[src/posm_pkg.sv]
// Package: register map, field layout and carriers of the pin source mux
package posm_pkg;

  // Bus geometry
  localparam int          AXI_AW        = 8;
  localparam int          AXI_DW        = 32;

  // Register byte addresses and control register reset value
  localparam logic [7:0]  CTRL_ADDR     = 8'h14;
  localparam logic [7:0]  STAT_ADDR     = 8'h18;
  localparam logic [7:0]  CTRL_RESET    = 8'h00;

  // Control register field positions
  localparam int          SEL_MSB       = 7;
  localparam int          SEL_LSB       = 5;
  localparam int          SRC_MSB       = 4;
  localparam int          SRC_LSB       = 2;
  localparam int          VAL_BIT       = 1;
  localparam int          EN_BIT        = 0;

  // Status register field positions
  localparam int          STAT_PIN_BIT  = 0;
  localparam int          STAT_OE_BIT   = 1;
  localparam int          STAT_RSV_BIT  = 2;

  // Source codes
  localparam logic [2:0]  SRC_RX0       = 3'h0;
  localparam logic [2:0]  SRC_RX1       = 3'h1;
  localparam logic [2:0]  SRC_RX2       = 3'h2;
  localparam logic [2:0]  SRC_RX3       = 3'h3;
  localparam logic [2:0]  SRC_DEV       = 3'h4;
  localparam logic [2:0]  SRC_TX0       = 3'h6;

  // Select codes, receive port source
  localparam logic [2:0]  RXS_PIN0      = 3'h0;
  localparam logic [2:0]  RXS_PIN1      = 3'h1;
  localparam logic [2:0]  RXS_PIN2      = 3'h2;
  localparam logic [2:0]  RXS_PIN3      = 3'h3;
  localparam logic [2:0]  RXS_LOCK      = 3'h4;
  localparam logic [2:0]  RXS_PASS      = 3'h5;
  localparam logic [2:0]  RXS_FV        = 3'h6;
  localparam logic [2:0]  RXS_LV        = 3'h7;

  // Select codes, device status source
  localparam logic [2:0]  DEV_VAL       = 3'h0;
  localparam logic [2:0]  DEV_LOCK_OR   = 3'h1;
  localparam logic [2:0]  DEV_LOCK_AND  = 3'h2;
  localparam logic [2:0]  DEV_PASS_AND  = 3'h3;
  localparam logic [2:0]  DEV_FSYNC     = 3'h4;

  // Select codes, transmit port source
  localparam logic [2:0]  TXS_PASS_AND  = 3'h0;
  localparam logic [2:0]  TXS_PASS_OR   = 3'h1;
  localparam logic [2:0]  TXS_FV        = 3'h2;
  localparam logic [2:0]  TXS_LV        = 3'h3;
  localparam logic [2:0]  TXS_SYNC      = 3'h4;
  localparam logic [2:0]  TXS_IRQ       = 3'h5;

  // Bus responses
  localparam logic [1:0]  RESP_OKAY     = 2'h0;
  localparam logic [1:0]  RESP_DECERR   = 2'h3;

  // Signals of one receive port
  typedef struct packed {
    logic [3:0] rx_pins;
    logic       lock;
    logic       pass;
    logic       frame_valid;
    logic       line_valid;
  } posm_rx_t;

  // Signals of the transmit port
  typedef struct packed {
    logic       frame_valid;
    logic       line_valid;
    logic       synced;
    logic       irq;
  } posm_tx_t;

endpackage

[src/posm_top.sv]
// Output source mux and driver gate of general_pin_four with AXI4-Lite regs
`timescale 1ns/10ps
`default_nettype none
module posm_top
  import posm_pkg::*;
#(
  parameter int NUM_RX = 4
)
(
  input  wire logic                             MCLK,
  input  wire logic                             SRST,
  input  wire posm_pkg::posm_rx_t [NUM_RX-1:0]  RX_STATUS,
  input  wire logic [NUM_RX-1:0]                RX_PORT_ENABLE,
  input  wire logic [NUM_RX-1:0]                TX_PORT_SELECT,
  input  wire posm_pkg::posm_tx_t               TX_STATUS,
  input  wire logic                             FRAME_SYNC_SIGNAL,
  output logic                                  PIN_OUT,
  output logic                                  PIN_OE,
  input  wire logic [posm_pkg::AXI_AW-1:0]      S_AXI_AWADDR,
  input  wire logic                             S_AXI_AWVALID,
  output logic                                  S_AXI_AWREADY,
  input  wire logic [posm_pkg::AXI_DW-1:0]      S_AXI_WDATA,
  input  wire logic [3:0]                       S_AXI_WSTRB,
  input  wire logic                             S_AXI_WVALID,
  output logic                                  S_AXI_WREADY,
  output logic [1:0]                            S_AXI_BRESP,
  output logic                                  S_AXI_BVALID,
  input  wire logic                             S_AXI_BREADY,
  input  wire logic [posm_pkg::AXI_AW-1:0]      S_AXI_ARADDR,
  input  wire logic                             S_AXI_ARVALID,
  output logic                                  S_AXI_ARREADY,
  output logic [posm_pkg::AXI_DW-1:0]           S_AXI_RDATA,
  output logic [1:0]                            S_AXI_RRESP,
  output logic                                  S_AXI_RVALID,
  input  wire logic                             S_AXI_RREADY
);

  import posm_pkg::*;

  // Receive port signals come from link domains: two-flop synchroniser
  posm_rx_t [NUM_RX-1:0] rx_meta_reg;
  posm_rx_t [NUM_RX-1:0] rx_sync_reg;

  // Register file and pin state
  logic [7:0]            ctrl_reg;
  logic [7:0]            ctrl_next;
  logic                  pin_reg;
  logic                  pin_next;
  logic                  oe_reg;
  logic                  oe_next;
  logic                  rsv_reg;
  logic                  rsv_next;

  // Bus slave state
  logic                  aw_got_reg;
  logic                  aw_got_next;
  logic                  w_got_reg;
  logic                  w_got_next;
  logic [AXI_AW-1:0]     awaddr_reg;
  logic [AXI_AW-1:0]     awaddr_next;
  logic [7:0]            wbyte_reg;
  logic [7:0]            wbyte_next;
  logic                  wstrb0_reg;
  logic                  wstrb0_next;
  logic                  bvalid_reg;
  logic                  bvalid_next;
  logic [1:0]            bresp_reg;
  logic [1:0]            bresp_next;
  logic                  rvalid_reg;
  logic                  rvalid_next;
  logic [AXI_DW-1:0]     rdata_reg;
  logic [AXI_DW-1:0]     rdata_next;
  logic [1:0]            rresp_reg;
  logic [1:0]            rresp_next;
  logic                  awready_reg;
  logic                  awready_next;
  logic                  wready_reg;
  logic                  wready_next;
  logic                  arready_reg;
  logic                  arready_next;

  // Per-port flag vectors gathered from the synchronised status
  logic [NUM_RX-1:0]     lock_vec;
  logic [NUM_RX-1:0]     pass_vec;

  // Decoded control fields and word-aligned bus addresses
  logic [2:0]            sel;
  logic [2:0]            src;
  logic [1:0]            port;
  logic [AXI_AW-1:0]     aw_word;
  logic [AXI_AW-1:0]     ar_word;

  assign sel     = ctrl_reg[SEL_MSB:SEL_LSB];
  assign src     = ctrl_reg[SRC_MSB:SRC_LSB];
  assign port    = src[1:0];
  assign aw_word = {awaddr_reg[AXI_AW-1:2], 2'h0};
  assign ar_word = {S_AXI_ARADDR[AXI_AW-1:2], 2'h0};

  // Flag vectors, one bit per receive port
  for (genvar i = 0; i < NUM_RX; i++)
  begin : g_flags
    assign lock_vec[i] = rx_sync_reg[i].lock;
    assign pass_vec[i] = rx_sync_reg[i].pass;
  end

  // Synchroniser stages; first stage feeds only the second
  always_ff @(posedge MCLK)
  begin
    rx_meta_reg <= RX_STATUS;
    rx_sync_reg <= rx_meta_reg;
  end

  // Source and select decode for the pin
  always_comb
  begin
    pin_next = 1'b0;
    rsv_next = 1'b0;
    case (src)
      SRC_RX0, SRC_RX1, SRC_RX2, SRC_RX3:
      begin
        case (sel)
          RXS_PIN0, RXS_PIN1, RXS_PIN2, RXS_PIN3:
            pin_next = rx_sync_reg[port].rx_pins[sel[1:0]];
          RXS_LOCK: pin_next = rx_sync_reg[port].lock;
          RXS_PASS: pin_next = rx_sync_reg[port].pass;
          RXS_FV:   pin_next = rx_sync_reg[port].frame_valid;
          RXS_LV:   pin_next = rx_sync_reg[port].line_valid;
          default:  pin_next = 1'b0;
        endcase
      end
      SRC_DEV:
      begin
        case (sel)
          DEV_VAL:      pin_next = ctrl_reg[VAL_BIT];
          DEV_LOCK_OR:  pin_next = |(lock_vec & RX_PORT_ENABLE);
          DEV_LOCK_AND: pin_next = &(lock_vec | ~RX_PORT_ENABLE);
          DEV_PASS_AND: pin_next = &(pass_vec | ~RX_PORT_ENABLE);
          DEV_FSYNC:    pin_next = FRAME_SYNC_SIGNAL;
          default:
          begin
            pin_next = 1'b0;
            rsv_next = 1'b1;
          end
        endcase
      end
      SRC_TX0:
      begin
        case (sel)
          TXS_PASS_AND: pin_next = &(pass_vec | ~TX_PORT_SELECT);
          TXS_PASS_OR:  pin_next = |(pass_vec & TX_PORT_SELECT);
          TXS_FV:       pin_next = TX_STATUS.frame_valid;
          TXS_LV:       pin_next = TX_STATUS.line_valid;
          TXS_SYNC:     pin_next = TX_STATUS.synced;
          TXS_IRQ:      pin_next = TX_STATUS.irq;
          default:
          begin
            pin_next = 1'b0;
            rsv_next = 1'b1;
          end
        endcase
      end
      default:
      begin
        pin_next = 1'b0;
        rsv_next = 1'b1;
      end
    endcase
    oe_next = ctrl_reg[EN_BIT];
    if (!ctrl_reg[EN_BIT])
    begin
      pin_next = 1'b0;
    end
  end

  // Bus slave: write and read channels, register write
  always_comb
  begin
    aw_got_next = aw_got_reg;
    w_got_next  = w_got_reg;
    awaddr_next = awaddr_reg;
    wbyte_next  = wbyte_reg;
    wstrb0_next = wstrb0_reg;
    bvalid_next = bvalid_reg;
    bresp_next  = bresp_reg;
    rvalid_next = rvalid_reg;
    rdata_next  = rdata_reg;
    rresp_next  = rresp_reg;
    ctrl_next   = ctrl_reg;
    // Address and data taken in either order
    if (S_AXI_AWVALID && !aw_got_reg && !bvalid_reg)
    begin
      aw_got_next = 1'b1;
      awaddr_next = S_AXI_AWADDR;
    end
    if (S_AXI_WVALID && !w_got_reg && !bvalid_reg)
    begin
      w_got_next  = 1'b1;
      wbyte_next  = S_AXI_WDATA[7:0];
      wstrb0_next = S_AXI_WSTRB[0];
    end
    // Both halves held: perform write and raise response
    if (aw_got_reg && w_got_reg && !bvalid_reg)
    begin
      aw_got_next = 1'b0;
      w_got_next  = 1'b0;
      bvalid_next = 1'b1;
      bresp_next  = RESP_OKAY;
      if (aw_word == CTRL_ADDR)
      begin
        if (wstrb0_reg)
        begin
          ctrl_next = wbyte_reg;
        end
      end
      else if (aw_word != STAT_ADDR)
      begin
        bresp_next = RESP_DECERR;
      end
    end
    if (bvalid_reg && S_AXI_BREADY)
    begin
      bvalid_next = 1'b0;
    end
    // Read: answer the cycle after the address is taken
    if (S_AXI_ARVALID && !rvalid_reg)
    begin
      rvalid_next = 1'b1;
      rdata_next  = '0;
      rresp_next  = RESP_OKAY;
      if (ar_word == CTRL_ADDR)
      begin
        rdata_next[7:0] = ctrl_reg;
      end
      else if (ar_word == STAT_ADDR)
      begin
        rdata_next[STAT_PIN_BIT] = pin_reg;
        rdata_next[STAT_OE_BIT]  = oe_reg;
        rdata_next[STAT_RSV_BIT] = rsv_reg;
      end
      else
      begin
        rresp_next = RESP_DECERR;
      end
    end
    else if (rvalid_reg && S_AXI_RREADY)
    begin
      rvalid_next = 1'b0;
    end
    // Ready flags registered from the next channel state
    awready_next = !aw_got_next && !bvalid_next;
    wready_next  = !w_got_next && !bvalid_next;
    arready_next = !rvalid_next;
  end

  // State registers; synchronous reset to constants
  always_ff @(posedge MCLK)
  begin
    if (SRST)
    begin
      ctrl_reg   <= CTRL_RESET;
      pin_reg    <= 1'b0;
      oe_reg     <= 1'b0;
      rsv_reg    <= 1'b0;
      aw_got_reg <= 1'b0;
      w_got_reg  <= 1'b0;
      awaddr_reg <= '0;
      wbyte_reg  <= '0;
      wstrb0_reg <= 1'b0;
      bvalid_reg <= 1'b0;
      bresp_reg  <= RESP_OKAY;
      rvalid_reg <= 1'b0;
      rdata_reg  <= '0;
      rresp_reg  <= RESP_OKAY;
      awready_reg <= 1'b1;
      wready_reg  <= 1'b1;
      arready_reg <= 1'b1;
    end
    else
    begin
      ctrl_reg   <= ctrl_next;
      pin_reg    <= pin_next;
      oe_reg     <= oe_next;
      rsv_reg    <= rsv_next;
      aw_got_reg <= aw_got_next;
      w_got_reg  <= w_got_next;
      awaddr_reg <= awaddr_next;
      wbyte_reg  <= wbyte_next;
      wstrb0_reg <= wstrb0_next;
      bvalid_reg <= bvalid_next;
      bresp_reg  <= bresp_next;
      rvalid_reg <= rvalid_next;
      rdata_reg  <= rdata_next;
      rresp_reg  <= rresp_next;
      awready_reg <= awready_next;
      wready_reg  <= wready_next;
      arready_reg <= arready_next;
    end
  end

  // Outputs straight from flip-flops
  assign PIN_OUT       = pin_reg;
  assign PIN_OE        = oe_reg;
  assign S_AXI_AWREADY = awready_reg;
  assign S_AXI_WREADY  = wready_reg;
  assign S_AXI_BVALID  = bvalid_reg;
  assign S_AXI_BRESP   = bresp_reg;
  assign S_AXI_ARREADY = arready_reg;
  assign S_AXI_RVALID  = rvalid_reg;
  assign S_AXI_RDATA   = rdata_reg;
  assign S_AXI_RRESP   = rresp_reg;

endmodule
`default_nettype wire

[config.mk]
export PLATFORM = sky130hd
export DESIGN_NAME = posm_top
export DESIGN_NICKNAME = d
export VERILOG_FILES = /design/src/posm_pkg.sv /design/src/posm_top.sv
export SDC_FILE = /design/constraint.sdc
export NUM_CORES = 1
export LEC_CHECK = 0
export BUFFER_PORTS_ARGS = -buffer_cell sky130_fd_sc_hd__buf_2
export CORE_MARGIN = 2
export CORE_UTILIZATION = 45
export CTS_CLUSTER_DIAMETER = 60
export CTS_CLUSTER_SIZE = 40
export DETAILED_ROUTE_END_ITERATION = 10
export GPL_TIMING_DRIVEN = 0
export PLACE_DENSITY = 0.75
export SETUP_SLACK_MARGIN = 0.2
export SYNTH_ARGS = -nofsm -noshare
export SYNTH_HDL_FRONTEND = slang
export SYNTH_SLANG_ARGS = --single-unit
[constraint.sdc]
create_clock -name MCLK -period 2.6 [get_ports MCLK]
set_input_delay 0.13 -clock MCLK [delete_from_list [all_inputs] [get_ports MCLK]]
set_output_delay 0.13 -clock MCLK [all_outputs]
set_load 0.1 [all_outputs]
==> results of run 1 <==
power by group through the flow:
stage | combinational [W] | sequential (W) | clock [W]
global route | 0.000561 | 0.00177 | 0.000977
finish | 0.000531 | 0.00176 | 0.000880
floorplan | 0.000304 | 0.00188 | 0
CTS | 0.000529 | 0.00176 | 0.000905
global placement | 0.000478 | 0.00179 | 0
detailed placement | 0.000483 | 0.00180 | 0
layout by cell type (no fill, tap or decap), types with 2 or more instances in the layout:
master,count
dfxtp_1,107
buf_2,93
dlygate4sd3_1,40
nor2_1,38
mux2i_1,28
buf_4,26
conb_1,24
a21oi_1,13
nand2_1,12
clkbuf_1,10
clkbuf_8,9
inv_1,7
nand2b_1,7
mux4_1,6
nand3_1,6
o22ai_1,5
nor3_1,5
a221oi_1,5
nor3b_1,4
nor2b_1,4
buf_1,3
a22oi_1,3
nor4b_1,2
o211ai_1,2
nor3b_2,2
o21a_1,2
inv_6,2
layer usage:
layer,global-route usage,up-vias,share of wire
li1,-,1377,-
met1,0.1959,1205,0.43
met2,0.2994,97,0.49
met3,0.03692,6,0.066
met4,0.05797,0,0.011
met5,0,-,0
timing repair:
action / CTS / global route
endpoints found under the hold margin: 40 / 0
hold buffers: 40 / 0
setup endpoints to repair: 0 / 0
worst min-delay path: stages:
cell and delay [ps]:
buf_2 70, mux2i_1 50, nor2_1 80
worst paths after layout:
kind	end	cells after the start	slack [ps]
max	PIN_OUT	5	650
min	wbyte_reg[4]	3	10
max reg2reg	PIN_OUT	5	650
min reg2reg	rx_sync_reg[30]	0	330
cell families after synthesis:
kind of cell	Yosys count	synth area share
compound gates	40	0.08146
xor+xnor	1	0.002417
buf+inv	48	0.07939
flops	107	0.5910
mux	35	0.1239
other cells	1	0.001035
simple gates	85	0.1208
metrics by stage:
stage	hold WS, ps	total power, W	setup WS [ps]	instance area [um^2]	instances
floorplan	157.7	0.002183	655.2	3711	340
global placement	232.2	0.002271	623.5	4294	533
detailed placement	233.6	0.002281	651.9	4294	533
CTS	2.211	0.003193	630.1	4861	588
global route	12.24	0.003308	569.3	4861	588
finish	12.93	0.003169	654.1	4861	588
area by class of cell:
class,count,area [um^2]
buffer,41,261.5
clock buffer,10,127.6
clock inverter,5,38.79
fill,649,2907
inverter,7,26.28
multi-input combinational,185,1281
sequential,107,2142
tap,102,127.6
timing repair buffer,131,855.8
==> flow_summary.toml, run 1 <==
[synthesis]
ys_warn_count = 0
synth_top_area_cell = "dfxtp_1"
synthFlopType = "dfxtp_1"
syn_avg_cell_area_um2 = 11.43
syn_area_um2 = 3625
synth.most_common_cell = "dfxtp_1"
synth_edf_count = 0
yosys.cell_types.count = 42
synth_top_area_share = 0.5910
synth-seq-cells = 107
synth_common_cells = "dfxtp_1 (107), nor2_1 (38), mux2i_1 (28)"
yosys-top-cells-area = "dfxtp_1 (59%), mux2i_1 (7.7%), buf_4 (5.4%)"
synth_cells = 317
async_reset_ff_frac = 0
seq_area_frac_synth = 0.5910

[setup_path]
critPathLaunchType = "register"
critPathMaxFanout = 5
startpoint = "ctrl_reg[3]"
crit_required_ps = 2850
crit_type = "register to register"
path_delay_family = "multiplexers"
cpPeakStageDelay_ps = 610
end_kind = "register"
cpMaxStageDelayCell = "mux4_1"
crit_chain = "mux4_1 > nor2b_4 > a2111oi_4 > nor4b_1 > a32o_1"
cp_num_buf_inv = 0
rr_startpoint = "ctrl_reg[3]"
worstPathArrival_ps = 2200

[clocking]
clock_latency_ps = 360
htreeDepth = 3
cts_tree = "yes"
cts.reportedPaths.clkPinSlew_ps = 90
cts_resized = 0
cts-root-buf = "clkbuf_8"
post-cts-setup-buffers = 0
clock_path_buffers = 2
cts_inserted_buffers = 9
cts_sinks = 107

[timing]
slew_headroom = 0.5599
tightest_slew_ps = 660.1
fin_crit_ps = 1946
clock.fmax_mhz = 513.9
finalCritPeriodShare = 0.7484
setup_violations = 0
maxSlewViolCount = 0
rsz0062_at_grt = "false"
finalHoldViolations = 0
fin_tns_setup_ps = 0
fin_skew_ps = 11.26

[floorplan]
ios = 147
die_area_um2 = 8789
die_h_um = 93.75
num_rows = 32
die_w_um = 93.75
start_util = 0.4667
fp.coreArea_um2 = 7767

[detailed_routing]
viasPerCell = 4.566
routedWlPerCell_um = 12.22
ant_nets = 0
dr.pass1.iters = 4
vias = 2685
drc = 0
first_iter_violations = 84
wl_um = 7186

[grt]
antenna_found_initial = 0
grt_max_degree = 18
grt_usage = 0.1671
overflow = 0
grt_pass1_wl_um = 11300
grt_pass1_vias = 2573

[status]
status = "finished clean"

[placement]
port_buffers = 91
dp_hpwl_um = 4902
globalplace.congestion = 0.7673

[power_and_ir_drop]
power.density_nw_per_um2 = 651.9
p_sw_w = 0.0009207
peakVddDrop_uv = 566.9
leakagePower_nw = 2.164
internal_power_w = 0.002248
p_sw_frac = 0.2906
p_comb_frac = 0.168
clockPowerShare = 0.278
seqPwrFrac = 0.555

[hold_path]
min_path_type = "input port to register"
hp-start = "S_AXI_WDATA[4]"

[finish]
largest_reg_flops = 32
drive_gt1_frac = 0.2881
post-route-util = 0.6258
syn2layout_area_growth_pct = 34.10
diodes = 0
layout.nets = 586

[run]
drv_cap = 0
(Power assumes the default switching activity.)
==> inputs of run 2 (changes only) <==
- clock period: 2.6 -> 1.9 ns (I/O delays scaled with it)
==> run 2 against run 1 <==
Compared with the run above: routed wire length is 7.0% higher; critical endpoint unchanged; power is 42% higher; register-to-register slack got worse by 520 ps; clock power rose by 51%; design area rose by 3.5%; sequential share of layout area fell by 1.3 points; largest power group unchanged; worst setup slack worse by 520 ps; critical path depth did not move; clock skew up 3.4 ps; core utilization up 2.2 points; worst hold slack better by 63 ps; critical path type unchanged.
==> flow_summary.toml, run 2 (same netlist as run 1, synthesis figures left out) <==
[status]
status = "finished clean"

[grt]
grt_usage = 0.1780
grt_max_degree = 19
grt_pass1_vias = 2677
grt_pass1_wl_um = 12090
antenna_found_initial = 0
overflow = 0

[floorplan]
die_w_um = 93.75
fp.coreArea_um2 = 7767
ios = 147
start_util = 0.4667
num_rows = 32
die_h_um = 93.75
die_area_um2 = 8789

[placement]
pre_cts_ws_ps = 31.05
place_area_um2 = 4290
port_buffers = 91
globalplace.congestion = 0.7453
dp_hpwl_um = 4952

[clocking]
clock_path_buffers = 2
clock_latency_ps = 360
cts.reportedPaths.clkPinSlew_ps = 100
htreeDepth = 3
cts_inserted_buffers = 9
cts_tree = "yes"
cts_sinks = 107
cts-root-buf = "clkbuf_8"

[timing]
clock.fmax_mhz = 566.7
rsz0062_at_grt = "true"
worst_slack_ps = 135.4
finalHoldViolations = 0
maxSlewViolCount = 0
fin_tns_setup_ps = 0
setup_violations = 0
fin_crit_ps = 1765
fin_skew_ps = 14.62
tightest_slew_ps = 695.3
slew_headroom = 0.5365
finalCritPeriodShare = 0.9288

[power_and_ir_drop]
peakVddDrop_uv = 680.0
p_sw_frac = 0.2908
p_comb_frac = 0.167
internal_power_w = 0.003180
seqPwrFrac = 0.537
p_sw_w = 0.001304
leakagePower_nw = 2.249
clockPowerShare = 0.296
power.density_nw_per_um2 = 891.3

[setup_path]
crit_required_ps = 2150
crit_type = "register to register"
critPathLaunchType = "register"
end_kind = "register"
critPathMaxFanout = 5
worstPathArrival_ps = 2020

[finish]
final_area_um2 = 5031
layout_commonest_cell = "dfxtp_1"
post-route-util = 0.6477
layout.nets = 600
largest_reg_flops = 32
final_cell_mix = "dfxtp_1 (103), buf_2 (93), dlygate4sd3_1 (49)"
diodes = 0
syn2layout_area_growth_pct = 38.80
drive_gt1_frac = 0.3140

[detailed_routing]
drc = 0
viasPerCell = 4.575
first_iter_violations = 69
wl_um = 7691
ant_nets = 0
dr.pass1.iters = 4
routedWlPerCell_um = 12.78
vias = 2754

[hold_path]
min_path_type = "input port to register"

[run]
drv_cap = 0
## run 2: cell types whose count changed in the layout (fill, tap and decap cells not counted), sizes merged
cell	delta
dlygate4sd3	+9
buf	+5
clkinv	-2
inv	+2
clkbuf	+1
clkinvlp	-1
## run 2: final timing paths
check / start / endpoint / slack [ps] / cells after the start
setup reg to reg: ctrl_reg[3] / PIN_OUT / 140 / 5
setup / recovery: ctrl_reg[3] / PIN_OUT / 140 / 5
hold reg to reg: rx_meta_reg[26] / pass_vec[3] / 330 / 0
hold / removal: S_AXI_BREADY / S_AXI_BVALID / 80 / 4
## run 2: per-stage QoR
stage	hold slack (ps)	total power, W	instances
2_1_floorplan	122.7	0.002989	340
3_3_place_gp	197.3	0.003110	533
3_5_place_dp	198.6	0.003122	533
4_1_cts	75.47	0.004484	602
5_1_grt	90.53	0.004667	602
6_report	75.77	0.004484	602
## run 2: power by group through the flow
stage	Clock, W	Combinational [W]	Sequential, W
floorplan	0	0.000417	0.00257
global placement	0	0.000655	0.00245
detailed placement	0	0.000662	0.00246
CTS	0.00134	0.000740	0.00241
global route	0.00146	0.000790	0.00242
finish	0.00133	0.000748	0.00241
## run 2: worst max-delay path, cell delays in order, from the launching register on
cell,delay [ps]
dfxtp_4,390
mux4_2,510
nor2b_4,150
a2111oi_4,310
nor4b_1,90
a32o_1,220
## run 2: layout make-up
class | count | area [um^2]
flip-flops and latches | 107 | 2150
repair buffers | 145 | 996.0
fillers | 625 | 2736
inverters | 7 | 26.28
clock inverters | 4 | 40.04
plain buffers | 41 | 264.0
multi-input cells | 185 | 1276
clock buffers | 11 | 151.4
well taps | 102 | 127.6
## run 2: what timing repair did
item / in CTS / in global routing
hold buffers: 49 / 0
pin swaps: 1 / 0
endpoints found under the setup margin: 9 / 8
resized for setup: 5 / 1
endpoints found under the hold margin: 50 / 0
buffers inserted: 5 / 0
## run 2: per-layer routing
layer | vias to the layer above | track usage | wire length (um)
met2 | 95 | 0.3268 | 3897
met5 | - | 0 | 0
met1 | 1251 | 0.2057 | 3254
li1 | 1400 | - | -
met4 | 0 | 0.05072 | 72
met3 | 8 | 0.04093 | 467
==> inputs of run 3 (changes only) <==
==> constraint.sdc (replaced) <==
create_clock -name MCLK -period 1.9 [get_ports MCLK]
set_input_delay 0.285 -clock MCLK [delete_from_list [all_inputs] [get_ports MCLK]]
set_output_delay 0.285 -clock MCLK [all_outputs]
set_load 0.1 [all_outputs]
==> run 3 against run 2 <==
Compared with the run above: first-iteration DRC count is 7.2% higher; routed wire length shrank 11%; die area unchanged; sequential cell count unchanged; register-to-register slack about the same; sequential power about the same; sequential share of layout area is 3.5 points higher; final cell count fell by 6.3%; critical path depth is 1 higher; clock-buffer cell count is the same; clock skew shrank 1.9 ps; worst setup slack gained 0.84 ps; largest power group unchanged.
==> flow_summary.toml, run 3 (same netlist as run 1, synthesis figures left out) <==
[timing]
rsz0062_at_grt = "true"
fin_skew_ps = 12.75
fin_tns_setup_ps = 0
fin_crit_ps = 1764
maxSlewViolCount = 0
clock.fmax_mhz = 567.0
finalCritPeriodShare = 0.9283
slew_headroom = 0.5352
finalHoldViolations = 0
tightest_slew_ps = 697.2
worst_hold_slack_ps = 24.76
setup_violations = 0

[setup_path]
r2r_cells = 6
critPathMaxFanout = 5
crit_required_ps = 2150
critPathLaunchType = "register"
rrSetupSlack_ps = 140
startpoint = "ctrl_reg[2]"
rr_startpoint = "ctrl_reg[2]"
crit_type = "register to register"
worstPathArrival_ps = 2010
cp-endpoint = "PIN_OUT"
r2r-end = "PIN_OUT"
end_kind = "register"

[status]
status = "finished clean"

[detailed_routing]
routedWlPerCell_um = 12.16
dr.pass1.iters = 4
ant_nets = 0
drc = 0
vias = 2593
first_iter_violations = 74
viasPerCell = 4.598
wl_um = 6859

[finish]
largest_reg_flops = 32
final_cell_mix = "dfxtp_1 (103), buf_2 (93), nor2_1 (38)"
layout.nets = 562
drive_gt1_frac = 0.3398
layout_commonest_cell = "dfxtp_1"
diodes = 0
final_area_um2 = 4651
nFillCells = 662
multi_input_area_um2 = 1276
syn2layout_area_growth_pct = 28.31
regArea_um2 = 2150

[hold_path]
min_path_type = "input port to register"

[clocking]
clock_path_buffers = 2
htreeDepth = 3
cts_tree = "yes"
cts-root-buf = "clkbuf_8"
clock_latency_ps = 360
cts.reportedPaths.clkPinSlew_ps = 100
cts_sinks = 107
cts_inserted_buffers = 9

[run]
drv_cap = 0

[grt]
grt_pass1_vias = 2333
grt_max_degree = 19
grt_usage = 0.1528
grt_pass1_wl_um = 10430
antenna_found_initial = 0
overflow = 0

[floorplan]
fp.coreArea_um2 = 7767
die_area_um2 = 8789
die_h_um = 93.75
num_rows = 32
die_w_um = 93.75
ios = 147
start_util = 0.4667

[placement]
dp_hpwl_um = 4952
globalplace.congestion = 0.7453
place_area_um2 = 4290
port_buffers = 91

[power_and_ir_drop]
peakVddDrop_uv = 680.0
leakagePower_nw = 2.091
power.density_nw_per_um2 = 946.4
## run 3: changes by cell type in the layout (fill, tap and decap cells not counted)
cell           delta
dlygate4sd3_1    -38
## run 3: layout make-up
type	instances	share of cell area
clock buffers	11	0.03255
clock inverters	4	0.008609
plain buffers	41	0.05677
multi-input cells	185	0.2744
repair buffers	107	0.1324
inverters	7	0.005650
well taps	102	0.02744
flip-flops and latches	107	0.4622
## run 3: what timing repair did
action,4_1_cts,5_1_grt
gates resized for setup,5,1
setup buffers,5,0
endpoints found under the hold margin,0,11
endpoints found under the setup margin,9,8
hold buffers,0,11
pin swaps,1,0
cloned,0,0
## run 3: worst max-delay path, cell delays in order (launching register included)
cell     delay (ps)
dfxtp_2         340
buf_6           110
mux4_2          500
mux2_4          280
nor3b_2         150
nor4b_1          70
a32o_1          220
## run 3: where the power goes
part / leakage (nW) / internal, W / total (W) / switching (W)
combinational: 1.10 / 0.000201 / 0.000681 / 0.000481
clock: 0.100 / 0.000570 / 0.00131 / 0.000744
sequential: 0.894 / 0.00236 / 0.00241 / 0.0000478
## run 3: worst min-delay path by stage
stage,from,to,slack (ps),cells after the start
2_1_floorplan,rx_meta_reg[3],lock_vec[0],310,0
3_3_place_gp,rx_meta_reg[11],lock_vec[1],310,0
3_5_place_dp,rx_meta_reg[3],lock_vec[0],310,0
4_1_cts,RX_STATUS[9],rx_meta_reg[9],10,1
5_1_grt,RX_STATUS[24],rx_meta_reg[24],-2,1
6_report,RX_STATUS[24],rx_meta_reg[24],20,1
## run 3: metal layers
metal  global-route usage  up-vias  part of all wire
met3              0.04334        7             0.076
met4              0.05072        0            0.0076
met5                    0        -                 0
li1                     -     1323                 -
met1               0.1895     1171              0.43
met2               0.2560       92              0.49
## run 3: per-stage QoR
step	utilization	power (W)	std cells	setup WS [ps]
floorplan	-	0.002989	340	204.1
global route	0.5987	0.004597	564	64.16
global placement	0.5524	0.003110	533	56.21
finish	0.5987	0.004402	564	136.2
detailed placement	0.5524	0.003122	533	31.05
CTS	0.5838	0.004408	553	119.2
